### config.mk
export PLATFORM = sky130hd
export DESIGN_NAME = pseq_sequencer
export DESIGN_NICKNAME = d
export VERILOG_FILES = /design/src/pkg/pseq_pkg.sv /design/src/verilog/pseq_stack_ram.sv /design/src/verilog/pseq_decoder.sv /design/src/verilog/pseq_sequencer.sv
export SDC_FILE = /design/constraint.sdc
export NUM_CORES = 2
export LEC_CHECK = 0
export BUFFER_PORTS_ARGS = -buffer_cell sky130_fd_sc_hd__buf_2
export CORE_AREA = 8 8 309 311
export DETAILED_ROUTE_END_ITERATION = 10
export DIE_AREA = 0 0 317 319
export HOLD_SLACK_MARGIN = 0.03
export PLACE_DENSITY = 0.76
export SYNTH_ARGS = -nofsm -noshare
export SYNTH_HDL_FRONTEND = slang
export SYNTH_SLANG_ARGS = --single-unit
export TNS_END_PERCENT = 5
### constraint.sdc
create_clock -name clk_in -period 4.45 [get_ports clk_in]
set_input_delay 0.445 -clock clk_in [delete_from_list [all_inputs] [get_ports clk_in]]
set_output_delay 0.445 -clock clk_in [all_outputs]
set_load 0.05 [all_outputs]
### src/pkg/pseq_pkg.sv
package pseq_pkg;

    localparam int unsigned WORD_W        = 32;
    localparam int unsigned SP_W          = 5;
    localparam int unsigned SEQ_MSB       = 31;
    localparam int unsigned SEQ_LSB       = 24;
    localparam int unsigned CLASS_MSB     = 31;
    localparam int unsigned CLASS_LSB     = 29;
    localparam int unsigned IMM5_MSB      = 28;
    localparam int unsigned IMM5_LSB      = 24;
    localparam int unsigned LONG_CALL_BIT = 28;
    localparam int unsigned LONG_OP_MSB   = 27;
    localparam int unsigned LONG_OP_LSB   = 24;
    localparam int unsigned DISP24_MSB    = 23;
    localparam int unsigned DISP28_MSB    = 27;
    localparam int unsigned TRAP_IMM_MSB  = 10;

    localparam logic [2:0] CLS_MISC  = 3'h0;
    localparam logic [2:0] CLS_SHBR  = 3'h1;
    localparam logic [2:0] CLS_BRC   = 3'h2;
    localparam logic [2:0] CLS_FBR   = 3'h3;
    localparam logic [2:0] CLS_SHSOB = 3'h4;
    localparam logic [2:0] CLS_LONG  = 3'h7;

    localparam logic [4:0] MISC_BRSTKP  = 5'h01;
    localparam logic [4:0] MISC_BSRSTK  = 5'h02;
    localparam logic [4:0] MISC_RTS     = 5'h03;
    localparam logic [4:0] MISC_LOOP    = 5'h04;
    localparam logic [4:0] MISC_ENDLOOP = 5'h05;
    localparam logic [4:0] MISC_FNDLOOP = 5'h06;
    localparam logic [4:0] MISC_OVNEUT  = 5'h07;
    localparam logic [4:0] MISC_OVNEUTI = 5'h08;
    localparam logic [4:0] MISC_REVNEUT = 5'h09;

    localparam logic [3:0] LONG_BRANCH  = 4'h0;
    localparam logic [3:0] LONG_SOB     = 4'h1;
    localparam logic [3:0] LONG_BRP     = 4'h2;
    localparam logic [3:0] LONG_TRAPI   = 4'h3;
    localparam logic [3:0] LONG_RTI     = 4'h4;
    localparam logic [3:0] LONG_SETUSER = 4'h5;

    localparam logic [WORD_W-1:0] RESET_ADDR   = 32'h00000000;
    localparam logic [WORD_W-1:0] ADDR_STEP    = 32'h00000001;
    localparam logic [SP_W-1:0]   SP_RESET     = 5'h1F;
    localparam logic [SP_W-1:0]   SP_EMPTY     = 5'h1F;
    localparam logic [SP_W-1:0]   SP_NEAR_FULL = 5'h1D;
    localparam logic [SP_W-1:0]   SP_ONE       = 5'h01;

    typedef enum logic [4:0] {
        OP_NOP, OP_SHBR, OP_BRC, OP_FBR, OP_SHSOB, OP_BRSTKP, OP_BSRSTK,
        OP_RTS, OP_LOOP, OP_ENDLOOP, OP_FNDLOOP, OP_OVNEUT, OP_OVNEUTI,
        OP_REVNEUT, OP_BRANCH, OP_BSR, OP_SOB, OP_BRP, OP_TRAPI, OP_RTI,
        OP_SETUSER
    } pseq_op_type;

endpackage

### src/verilog/pseq_stack_ram.sv
`timescale 1ns/1ps
`default_nettype none
module pseq_stack_ram
    import pseq_pkg::*;
#(
    parameter int unsigned ADDR_W = 5,
    parameter int unsigned DATA_W = 32
) (
    input  wire logic              clk_in,
    input  wire logic              wr_en_in,
    input  wire logic [ADDR_W-1:0] wr_addr_in,
    input  wire logic [DATA_W-1:0] wr_data_in,
    input  wire logic [ADDR_W-1:0] rd_addr_in,
    output logic      [DATA_W-1:0] rd_data_out
);

    logic [DATA_W-1:0] mem [0:(1<<ADDR_W)-1];

    always_ff @(posedge clk_in) begin
        if (wr_en_in) begin
            mem[wr_addr_in] <= wr_data_in;
        end
    end

    // Write-through keeps a pop right after a push coherent.
    always_ff @(posedge clk_in) begin
        if (wr_en_in && (wr_addr_in == rd_addr_in)) begin
            rd_data_out <= wr_data_in;
        end else begin
            rd_data_out <= mem[rd_addr_in];
        end
    end

endmodule
`default_nettype wire

### src/verilog/pseq_decoder.sv
`timescale 1ns/1ps
`default_nettype none
module pseq_decoder
    import pseq_pkg::*;
(
    input  wire logic [WORD_W-1:0] instr_in,
    output pseq_op_type            op_out,
    output logic [WORD_W-1:0]      imm_out,
    output logic                   long_fmt_out,
    output logic                   priv_out
);

    logic [2:0] cls;
    logic [4:0] imm5;
    logic [3:0] lop;

    always_comb begin
        cls          = instr_in[CLASS_MSB:CLASS_LSB];
        imm5         = instr_in[IMM5_MSB:IMM5_LSB];
        lop          = instr_in[LONG_OP_MSB:LONG_OP_LSB];
        op_out       = OP_NOP;
        imm_out      = '0;
        long_fmt_out = (cls == CLS_LONG);
        priv_out     = 1'b0;
        case (cls)
            CLS_SHBR: begin
                op_out  = OP_SHBR;
                imm_out = {{27{imm5[4]}}, imm5};
            end
            CLS_BRC: begin
                op_out  = OP_BRC;
                imm_out = {27'h0000000, imm5};
            end
            CLS_FBR: begin
                op_out  = OP_FBR;
                imm_out = {27'h0000000, imm5};
            end
            CLS_SHSOB: begin
                op_out  = OP_SHSOB;
                imm_out = {27'h7FFFFFF, imm5};
            end
            CLS_MISC: begin
                case (imm5)
                    MISC_BRSTKP:  op_out = OP_BRSTKP;
                    MISC_BSRSTK:  op_out = OP_BSRSTK;
                    MISC_RTS:     op_out = OP_RTS;
                    MISC_LOOP:    op_out = OP_LOOP;
                    MISC_ENDLOOP: op_out = OP_ENDLOOP;
                    MISC_FNDLOOP: op_out = OP_FNDLOOP;
                    MISC_OVNEUT:  op_out = OP_OVNEUT;
                    MISC_OVNEUTI: op_out = OP_OVNEUTI;
                    MISC_REVNEUT: op_out = OP_REVNEUT;
                    default:      op_out = OP_NOP;
                endcase
            end
            CLS_LONG: begin
                if (instr_in[LONG_CALL_BIT]) begin
                    op_out  = OP_BSR;
                    imm_out = {{4{instr_in[DISP28_MSB]}}, instr_in[DISP28_MSB:0]};
                end else begin
                    imm_out = {{8{instr_in[DISP24_MSB]}}, instr_in[DISP24_MSB:0]};
                    case (lop)
                        LONG_BRANCH: op_out = OP_BRANCH;
                        LONG_SOB:    op_out = OP_SOB;
                        LONG_BRP:    op_out = OP_BRP;
                        LONG_TRAPI: begin
                            op_out  = OP_TRAPI;
                            imm_out = {21'h000000, instr_in[TRAP_IMM_MSB:0]};
                        end
                        LONG_RTI: begin
                            op_out   = OP_RTI;
                            priv_out = 1'b1;
                        end
                        LONG_SETUSER: begin
                            op_out   = OP_SETUSER;
                            priv_out = 1'b1;
                        end
                        default:     op_out = OP_NOP;
                    endcase
                end
            end
            default: op_out = OP_NOP;
        endcase
    end

endmodule
`default_nettype wire

### src/verilog/pseq_sequencer.sv
`timescale 1ns/1ps
`default_nettype none
module pseq_sequencer
    import pseq_pkg::*;
(
    input  wire logic              clk_in,
    input  wire logic              reset_in,
    input  wire logic [WORD_W-1:0] instr_in,
    input  wire logic              int_cond_in,
    input  wire logic              fp_cond_in,
    input  wire logic              irq_take_in,
    input  wire logic [WORD_W-1:0] irq_vector_in,
    output logic      [WORD_W-1:0] fetch_addr_out,
    output logic      [WORD_W-1:0] exec_addr_out,
    output logic                   exec_commit_out,
    output logic                   int_issue_out,
    output logic                   supervisor_out,
    output logic                   trap_req_out,
    output logic                   priv_viol_out,
    output logic                   stack_near_ovf_out,
    output logic                   stack_near_unf_out,
    output logic      [WORD_W-1:0] stack_top_out,
    output logic      [SP_W-1:0]   stack_ptr_out
);

    // ****************************************
    // Pipeline state.
    // ****************************************
    logic [WORD_W-1:0] cfa;
    logic [WORD_W-1:0] cea;
    logic              exec_valid;
    logic              neut_now;
    logic              ovr_armed;
    logic              rev_armed;
    logic              sup;
    logic              prev_sup;
    logic [WORD_W-1:0] tos;
    logic [SP_W-1:0]   sp;

    // ****************************************
    // Decode.
    // ****************************************
    pseq_op_type       op;
    logic [WORD_W-1:0] imm;
    logic              long_fmt;
    logic              priv;

    // The decoder works on the word now on instr_in.
    pseq_decoder u_decoder (
        .instr_in     (instr_in),
        .op_out       (op),
        .imm_out      (imm),
        .long_fmt_out (long_fmt),
        .priv_out     (priv)
    );

    // ****************************************
    // Execute qualification.
    // ****************************************
    logic              run;
    logic              priv_fault;
    logic              act;
    logic [WORD_W-1:0] next_addr;
    logic [WORD_W-1:0] tos_dec;

    // A neutralized shadow, an honoured interrupt or a privilege fault drops the word.
    // A dropped word takes no branch and leaves the stack alone.
    always_comb begin
        run        = exec_valid && !neut_now && !irq_take_in;
        priv_fault = run && priv && !sup;
        act        = run && !priv_fault;
        next_addr  = cea + ADDR_STEP;
        tos_dec    = tos - ADDR_STEP;
    end

    assign exec_commit_out = act;
    assign int_issue_out   = act && !long_fmt;

    // ****************************************
    // Control transfer and stack effects.
    // ****************************************
    logic              taken;
    logic              cond_op;
    logic [WORD_W-1:0] target;
    logic              do_push;
    logic              do_pop;
    logic              do_mod;
    logic              do_bump;
    logic [WORD_W-1:0] stk_val;

    // Relative targets start from the executing address, never from the fetching one.
    always_comb begin
        taken   = 1'b0;
        cond_op = 1'b0;
        target  = cea + imm;
        do_push = 1'b0;
        do_pop  = 1'b0;
        do_mod  = 1'b0;
        do_bump = 1'b0;
        stk_val = next_addr;
        if (act) begin
            case (op)
                OP_SHBR: begin
                    taken = 1'b1;
                end
                OP_BRC: begin
                    cond_op = 1'b1;
                    taken   = int_cond_in;
                end
                OP_FBR: begin
                    cond_op = 1'b1;
                    taken   = fp_cond_in;
                end
                OP_BRANCH: begin
                    taken = 1'b1;
                end
                OP_BRSTKP: begin
                    taken  = 1'b1;
                    target = cea + tos;
                    do_pop = 1'b1;
                end
                OP_BSR: begin
                    taken   = 1'b1;
                    do_push = 1'b1;
                end
                OP_BSRSTK: begin
                    taken  = 1'b1;
                    target = tos;
                    do_mod = 1'b1;
                end
                OP_RTS, OP_RTI: begin
                    taken  = 1'b1;
                    target = tos;
                    do_pop = 1'b1;
                end
                OP_LOOP: begin
                    do_push = 1'b1;
                end
                OP_ENDLOOP, OP_FNDLOOP: begin
                    cond_op = 1'b1;
                    taken   = (op == OP_ENDLOOP) ? int_cond_in : fp_cond_in;
                    target  = tos;
                    do_pop  = !taken;
                end
                OP_SOB, OP_SHSOB: begin
                    cond_op = 1'b1;
                    taken   = (tos_dec != '0);
                    do_mod  = taken;
                    do_pop  = !taken;
                    stk_val = tos_dec;
                end
                OP_BRP: begin
                    taken  = 1'b1;
                    do_pop = 1'b1;
                end
                OP_TRAPI: begin
                    do_push = 1'b1;
                    stk_val = imm;
                end
                OP_OVNEUTI: begin
                    do_bump = 1'b1;
                end
                default: begin
                    taken = 1'b0;
                end
            endcase
        end
    end

    // ****************************************
    // Program counters.
    // ****************************************
    logic [WORD_W-1:0] next_cfa;

    // The fetch counter runs one word ahead, so a target word arrives a cycle late.
    always_comb begin
        if (irq_take_in) begin
            next_cfa = irq_vector_in;
        end else if (taken) begin
            next_cfa = target;
        end else begin
            next_cfa = cfa + ADDR_STEP;
        end
    end

    always_ff @(posedge clk_in) begin
        if (reset_in) begin
            cfa        <= RESET_ADDR;
            cea        <= RESET_ADDR;
            exec_valid <= 1'b0;
        end else begin
            cfa        <= next_cfa;
            cea        <= cfa;
            exec_valid <= 1'b1;
        end
    end

    assign fetch_addr_out = cfa;
    assign exec_addr_out  = cea;

    // ****************************************
    // Shadow neutralization.
    // ****************************************
    logic branch_op;
    logic next_neut;

    // An armed override or reversal is spent on the next branch-type op.
    // An interrupt always drops the shadow, whatever was armed.
    always_comb begin
        branch_op = taken || cond_op;
        if (irq_take_in) begin
            next_neut = 1'b1;
        end else if (branch_op && rev_armed) begin
            next_neut = !taken;
        end else if (taken) begin
            next_neut = !ovr_armed;
        end else begin
            next_neut = 1'b0;
        end
    end

    always_ff @(posedge clk_in) begin
        if (reset_in) begin
            neut_now <= 1'b0;
        end else begin
            neut_now <= next_neut;
        end
    end

    always_ff @(posedge clk_in) begin
        if (reset_in) begin
            ovr_armed <= 1'b0;
            rev_armed <= 1'b0;
        end else if (act && (op == OP_OVNEUT || op == OP_OVNEUTI)) begin
            ovr_armed <= 1'b1;
            rev_armed <= 1'b0;
        end else if (act && op == OP_REVNEUT) begin
            ovr_armed <= 1'b0;
            rev_armed <= 1'b1;
        end else if (branch_op || irq_take_in) begin
            ovr_armed <= 1'b0;
            rev_armed <= 1'b0;
        end
    end

    // ****************************************
    // Supervisor mode.
    // ****************************************
    // The mode in force when an interrupt is honoured is kept for its return.
    always_ff @(posedge clk_in) begin
        if (reset_in) begin
            sup      <= 1'b1;
            prev_sup <= 1'b1;
        end else if (irq_take_in) begin
            sup      <= 1'b1;
            prev_sup <= sup;
        end else if (act && op == OP_RTI) begin
            sup <= prev_sup;
        end else if (act && op == OP_SETUSER) begin
            sup <= 1'b0;
        end
    end

    assign supervisor_out = sup;

    // ****************************************
    // Stack.
    // ****************************************
    logic [SP_W-1:0]   next_sp;
    logic [WORD_W-1:0] next_tos;
    logic              ram_we;
    logic [SP_W-1:0]   ram_wa;
    logic [WORD_W-1:0] ram_rd;

    // A push parks the old top one word above the pointer.
    // The RAM reads the word at the next pointer, so a pop finds it at once.
    // Reset keeps the RAM from being written and points it at the empty stack.
    always_comb begin
        next_sp  = sp;
        next_tos = tos;
        ram_we   = 1'b0;
        ram_wa   = sp + SP_ONE;
        if (reset_in) begin
            next_sp = SP_RESET;
        end else if (do_push) begin
            ram_we   = 1'b1;
            next_sp  = sp + SP_ONE;
            next_tos = stk_val;
        end else if (do_pop) begin
            next_sp  = sp - SP_ONE;
            next_tos = ram_rd;
        end else if (do_mod) begin
            next_tos = stk_val;
        end else if (do_bump) begin
            next_sp = sp + SP_ONE;
        end
    end

    pseq_stack_ram #(
        .ADDR_W (SP_W),
        .DATA_W (WORD_W)
    ) u_stack_ram (
        .clk_in      (clk_in),
        .wr_en_in    (ram_we),
        .wr_addr_in  (ram_wa),
        .wr_data_in  (tos),
        .rd_addr_in  (next_sp),
        .rd_data_out (ram_rd)
    );

    always_ff @(posedge clk_in) begin
        if (reset_in) begin
            sp  <= SP_RESET;
            tos <= '0;
        end else begin
            sp  <= next_sp;
            tos <= next_tos;
        end
    end

    assign stack_top_out = tos;
    assign stack_ptr_out = sp;

    // ****************************************
    // Event pulses.
    // ****************************************
    // Each event flag stands for the one cycle after its cause.
    always_ff @(posedge clk_in) begin
        if (reset_in) begin
            trap_req_out       <= 1'b0;
            priv_viol_out      <= 1'b0;
            stack_near_ovf_out <= 1'b0;
            stack_near_unf_out <= 1'b0;
        end else begin
            trap_req_out       <= act && op == OP_TRAPI;
            priv_viol_out      <= priv_fault;
            stack_near_ovf_out <= do_push && next_sp == SP_NEAR_FULL;
            stack_near_unf_out <= do_pop && next_sp == SP_EMPTY;
        end
    end

endmodule
`default_nettype wire

==> results.toml <==
[place]
dp_hpwl_mm = 90.6
numPortBuffers = 176
gp_congestion = 0.955
place_inst = 4435
place_ws_ns = -0.158

[power]
ir_worst_vdd_mv = 0.366
totalPowerFinal_mw = 22.1
p_per_area_mw_per_mm2 = 381
power_leakage_nw = 22.2

[worst_hold_path]
min-delay-path-class = "in -> reg"
min_from = "irq_vector_in[16]"
holdPathStages = 3
hold_end = "fetch_addr_out[16]"

[clocking]
cts_buffer_depth = 3
root_buffer = "clkbuf_16"
cts.sink_count = 1140
numCtsBuffers = 109
htreeDepth = 3
cts.reportedPaths.clkPinSlew_ns = 0.07
clk_latency_ns = 0.69
cts_tree = "yes"
post_cts_buffers = 0

[floorplanning]
rows = 111
ios = 177
die_w_um = 317
core_area_mm2 = 0.0907
die_area_mm2 = 0.101
fp.dieH_um = 319
initial_core_util_pct = 55.5

[layout]
regArea_mm2 = 0.0331
multi_input_area_mm2 = 0.0167
fin_cells = 4666
synthToLayoutAreaGrowth_pct = 15.2
drive_gt1_share_pct = 26.4
diodes = 0
fillers = 6006
nets = 3532

[logic_synthesis]
synth.distinct_cells = 88
synth_edf_count = 1024
ys_seq_area_share_pct = 65.7
ys.flop_type = "edfxtp_1"
synthesis.nets = 3211
yosysWarnings = 0
synthesis.area_mm2 = 0.0503
avgSynthCellArea_um2 = 16.4
synthCells = 3065
synth_seq_cells = 1140
synth-async-reset-ratio_pct = 0

[grt]
grt_busiest_layer = "met2"
grt_pass1_wl_mm = 217
gr-usage-met3_pct = 7.32
use_met2_pct = 48.9
antenna_found_initial = 1
grt_max_degree = 66
grt_util_met1_pct = 36.6
grt_overflow_total = 0
grt_pass1_vias = 32200
grt_usage_pct = 29.2

[timing]
finalHoldViolCount = 0
fin_tns_setup_ns = 0
fin_worst_skew_ns = 0.0282
slew_headroom_pct = 17.8
rsz0062_at_grt = "false"
layout_setup_ws_ns = 0.126
final.period_utilization_pct = 97.2
slew_viol_final = 0
fmax_mhz = 231
final.min_clock_period_ns = 4.32
tightest_slew_ns = 1.23
setup_viol = 0

[critical_path]
endpoint_kind = "flip-flop"
crit_chain = "nor4_1 > nand4_1 > or2_1 > a21oi_2 > nor3_1 > o311ai_4 > a22oi_4 > a2111oi_1 > buf_4 > a211o_1 > a21oi_1"
worstPathMaxFanout = 8
crit_family = "compound AO/OA/AOI/OAI gates"
arrival_ns = 4.86
rrSetupSlack_ns = 0.13
critPathKind = "reg -> reg"
r2r_end = "fetch_addr_out[4]"
cp-start-kind = "flip-flop"
path_buf_inv = 1
r2r_cells = 11
worstSetupStartpoint = "stack_top_out[10]"
slowest_delay_ns = 0.69
r2r-start = "stack_top_out[10]"
required_ns = 4.98
cp_slowest_cell = "nor4_1"

[routing]
wirelength_mm = 150
drc = 0
first_iter_violations = 3857
viasPerCell = 6.83
vias = 31900
firstDrtPassIters = 6
antenna_left = 0
wire_per_inst_um = 32.0

[job]
maxCapViolations = 0

[outcome]
status = "finished, final reports clean"
==> layout make-up <==
| class | instances | share of cell area, % |
|---|---|---|
| Sequential cell | 1140 | 57.1 |
| Multi-Input combinational cell | 1710 | 28.7 |
| Timing Repair Buffer | 388 | 5.26 |
| Clock buffer | 130 | 4.97 |
| Tap cell | 1186 | 2.56 |
| Clock inverter | 75 | 1.20 |
| Inverter | 37 | 0.239 |
==> flip-flops by register name, indices dropped and copies added, names as in the netlist, 5 cells and up, named ones only <==
| signal | cells |
|---|---|
| exec_addr_out | 32 |
| fetch_addr_out | 32 |
| stack_ptr_out | 5 |
| stack_top_out | 32 |
| u_stack_ram.mem | 1024 |
==> synth_stat cells, types with 7 or more instances <==
master	n	share of area, %
o21ai_0	63	0.63
dfxtp_1	116	4.6
nor2b_1	45	0.56
and3_1	23	0.29
nand2b_1	9	0.11
nand2_1	215	1.6
xor2_1	69	1.2
xnor2_1	65	1.1
and2_1	11	0.14
o211ai_1	40	0.60
o21a_1	12	0.18
or4_1	10	0.15
clkbuf_1	120	0.90
nand4_1	23	0.29
a22o_1	8	0.14
nor4_1	14	0.17
a221oi_1	12	0.21
nand3_1	54	0.54
a21oi_1	135	1.3
inv_1	37	0.28
nand3b_1	10	0.15
a22oi_1	13	0.19
a211oi_1	16	0.24
buf_1	29	0.22
mux4_2	320	14
mux2i_1	43	0.86
o22ai_1	32	0.40
nor3_1	37	0.37
ha_1	75	1.9
edfxtp_1	1024	61
o2111ai_1	7	0.12
or2_2	9	0.11
a32oi_1	7	0.12
and4_1	9	0.16
a31oi_1	9	0.11
o21bai_1	13	0.19
or3_1	25	0.31
a21o_1	29	0.43
buf_2	23	0.23
nor2_1	124	0.92
a211o_1	20	0.35
==> placed cells by master, fill, tap and decap left out, types with 17 or more instances in the layout <==
master and n:
clkinv_1 25, clkinv_2 22, a21o_1 29, or3_1 25, a21oi_1 134, buf_2 175, nor2_4 31, nand4_1 23
clkbuf_1 17, clkbuf_16 112, buf_12 41, o211ai_1 40, inv_1 37, nor2_1 94, and3_1 23, nand3_1 54
buf_4 146, a211o_1 20, mux2i_1 43, nor3_1 36, nand2_1 215, mux4_2 320, dfxtp_1 111, o21ai_0 63
o22ai_1 32, ha_1 75, nor2b_1 43, xor2_1 69, xnor2_1 65, dlygate4sd3_1 26, edfxtp_1 1024
==> layer usage <==
metal	wire length [um]	vias to the layer above
met4	6440	2
met1	53700	16200
met2	74000	2217
li1	-	13000
met3	15400	408
met5	13	-
==> worst max-delay path by stage <==
stage | slack [ns] | to | cells past startpoint
4_1_cts | 0.13 | fetch_addr_out[4] | 11
5_1_grt | 0.03 | fetch_addr_out[8] | 11
3_5_place_dp | -0.16 | fetch_addr_out[30] | 18
2_1_floorplan | -0.04 | u_stack_ram.mem[24][0] | 10
3_3_place_gp | 0.04 | fetch_addr_out[4] | 14
6_report | 0.13 | fetch_addr_out[4] | 11
==> power by group <==
part           internal (mW)  leakage [nW]  switching, mW
combinational          0.402          8.47          0.681
sequential              11.5          12.0         0.0813
clock                   5.27          1.75           4.10
total                   17.2          22.2           4.86
==> per-stage QoR <==
step	instance area, um2	hold slack, ns	util, %
after floorplan	50300	0.442	-
after global placement	54200	0.460	59.7
after detailed placement	54200	0.467	59.7
after CTS	58000	0.0523	63.9
after global routing	58000	0.0951	64.0
final	58000	0.0893	64.0
==> tightest hold or removal path, cell delays in order <==
cell	delay, ns
buf_2	0.10
nand2_1	0.07
o221ai_1	0.12
==> kinds of logic (layout without fill, tap and decap cells) <==
family          count (synthesis)  in the layout  share of synthesized area (%)
compound gates                491            491                           6.67
xor+xnor                      134            134                           2.33
fa+ha+maj                      77             77                           1.94
buf+inv                       215            630                           1.74
flops                        1140           1140                           65.7
mux                           364            364                           15.2
simple gates                  644            644                           6.40
==> timing repair <==
action	in CTS	in global routing
hold buffers	26	0
resized for setup	0	1
setup endpoints to repair	0	1
hold endpoints to repair	26	0
No activity file was read; power rests on OpenSTA's default activity.
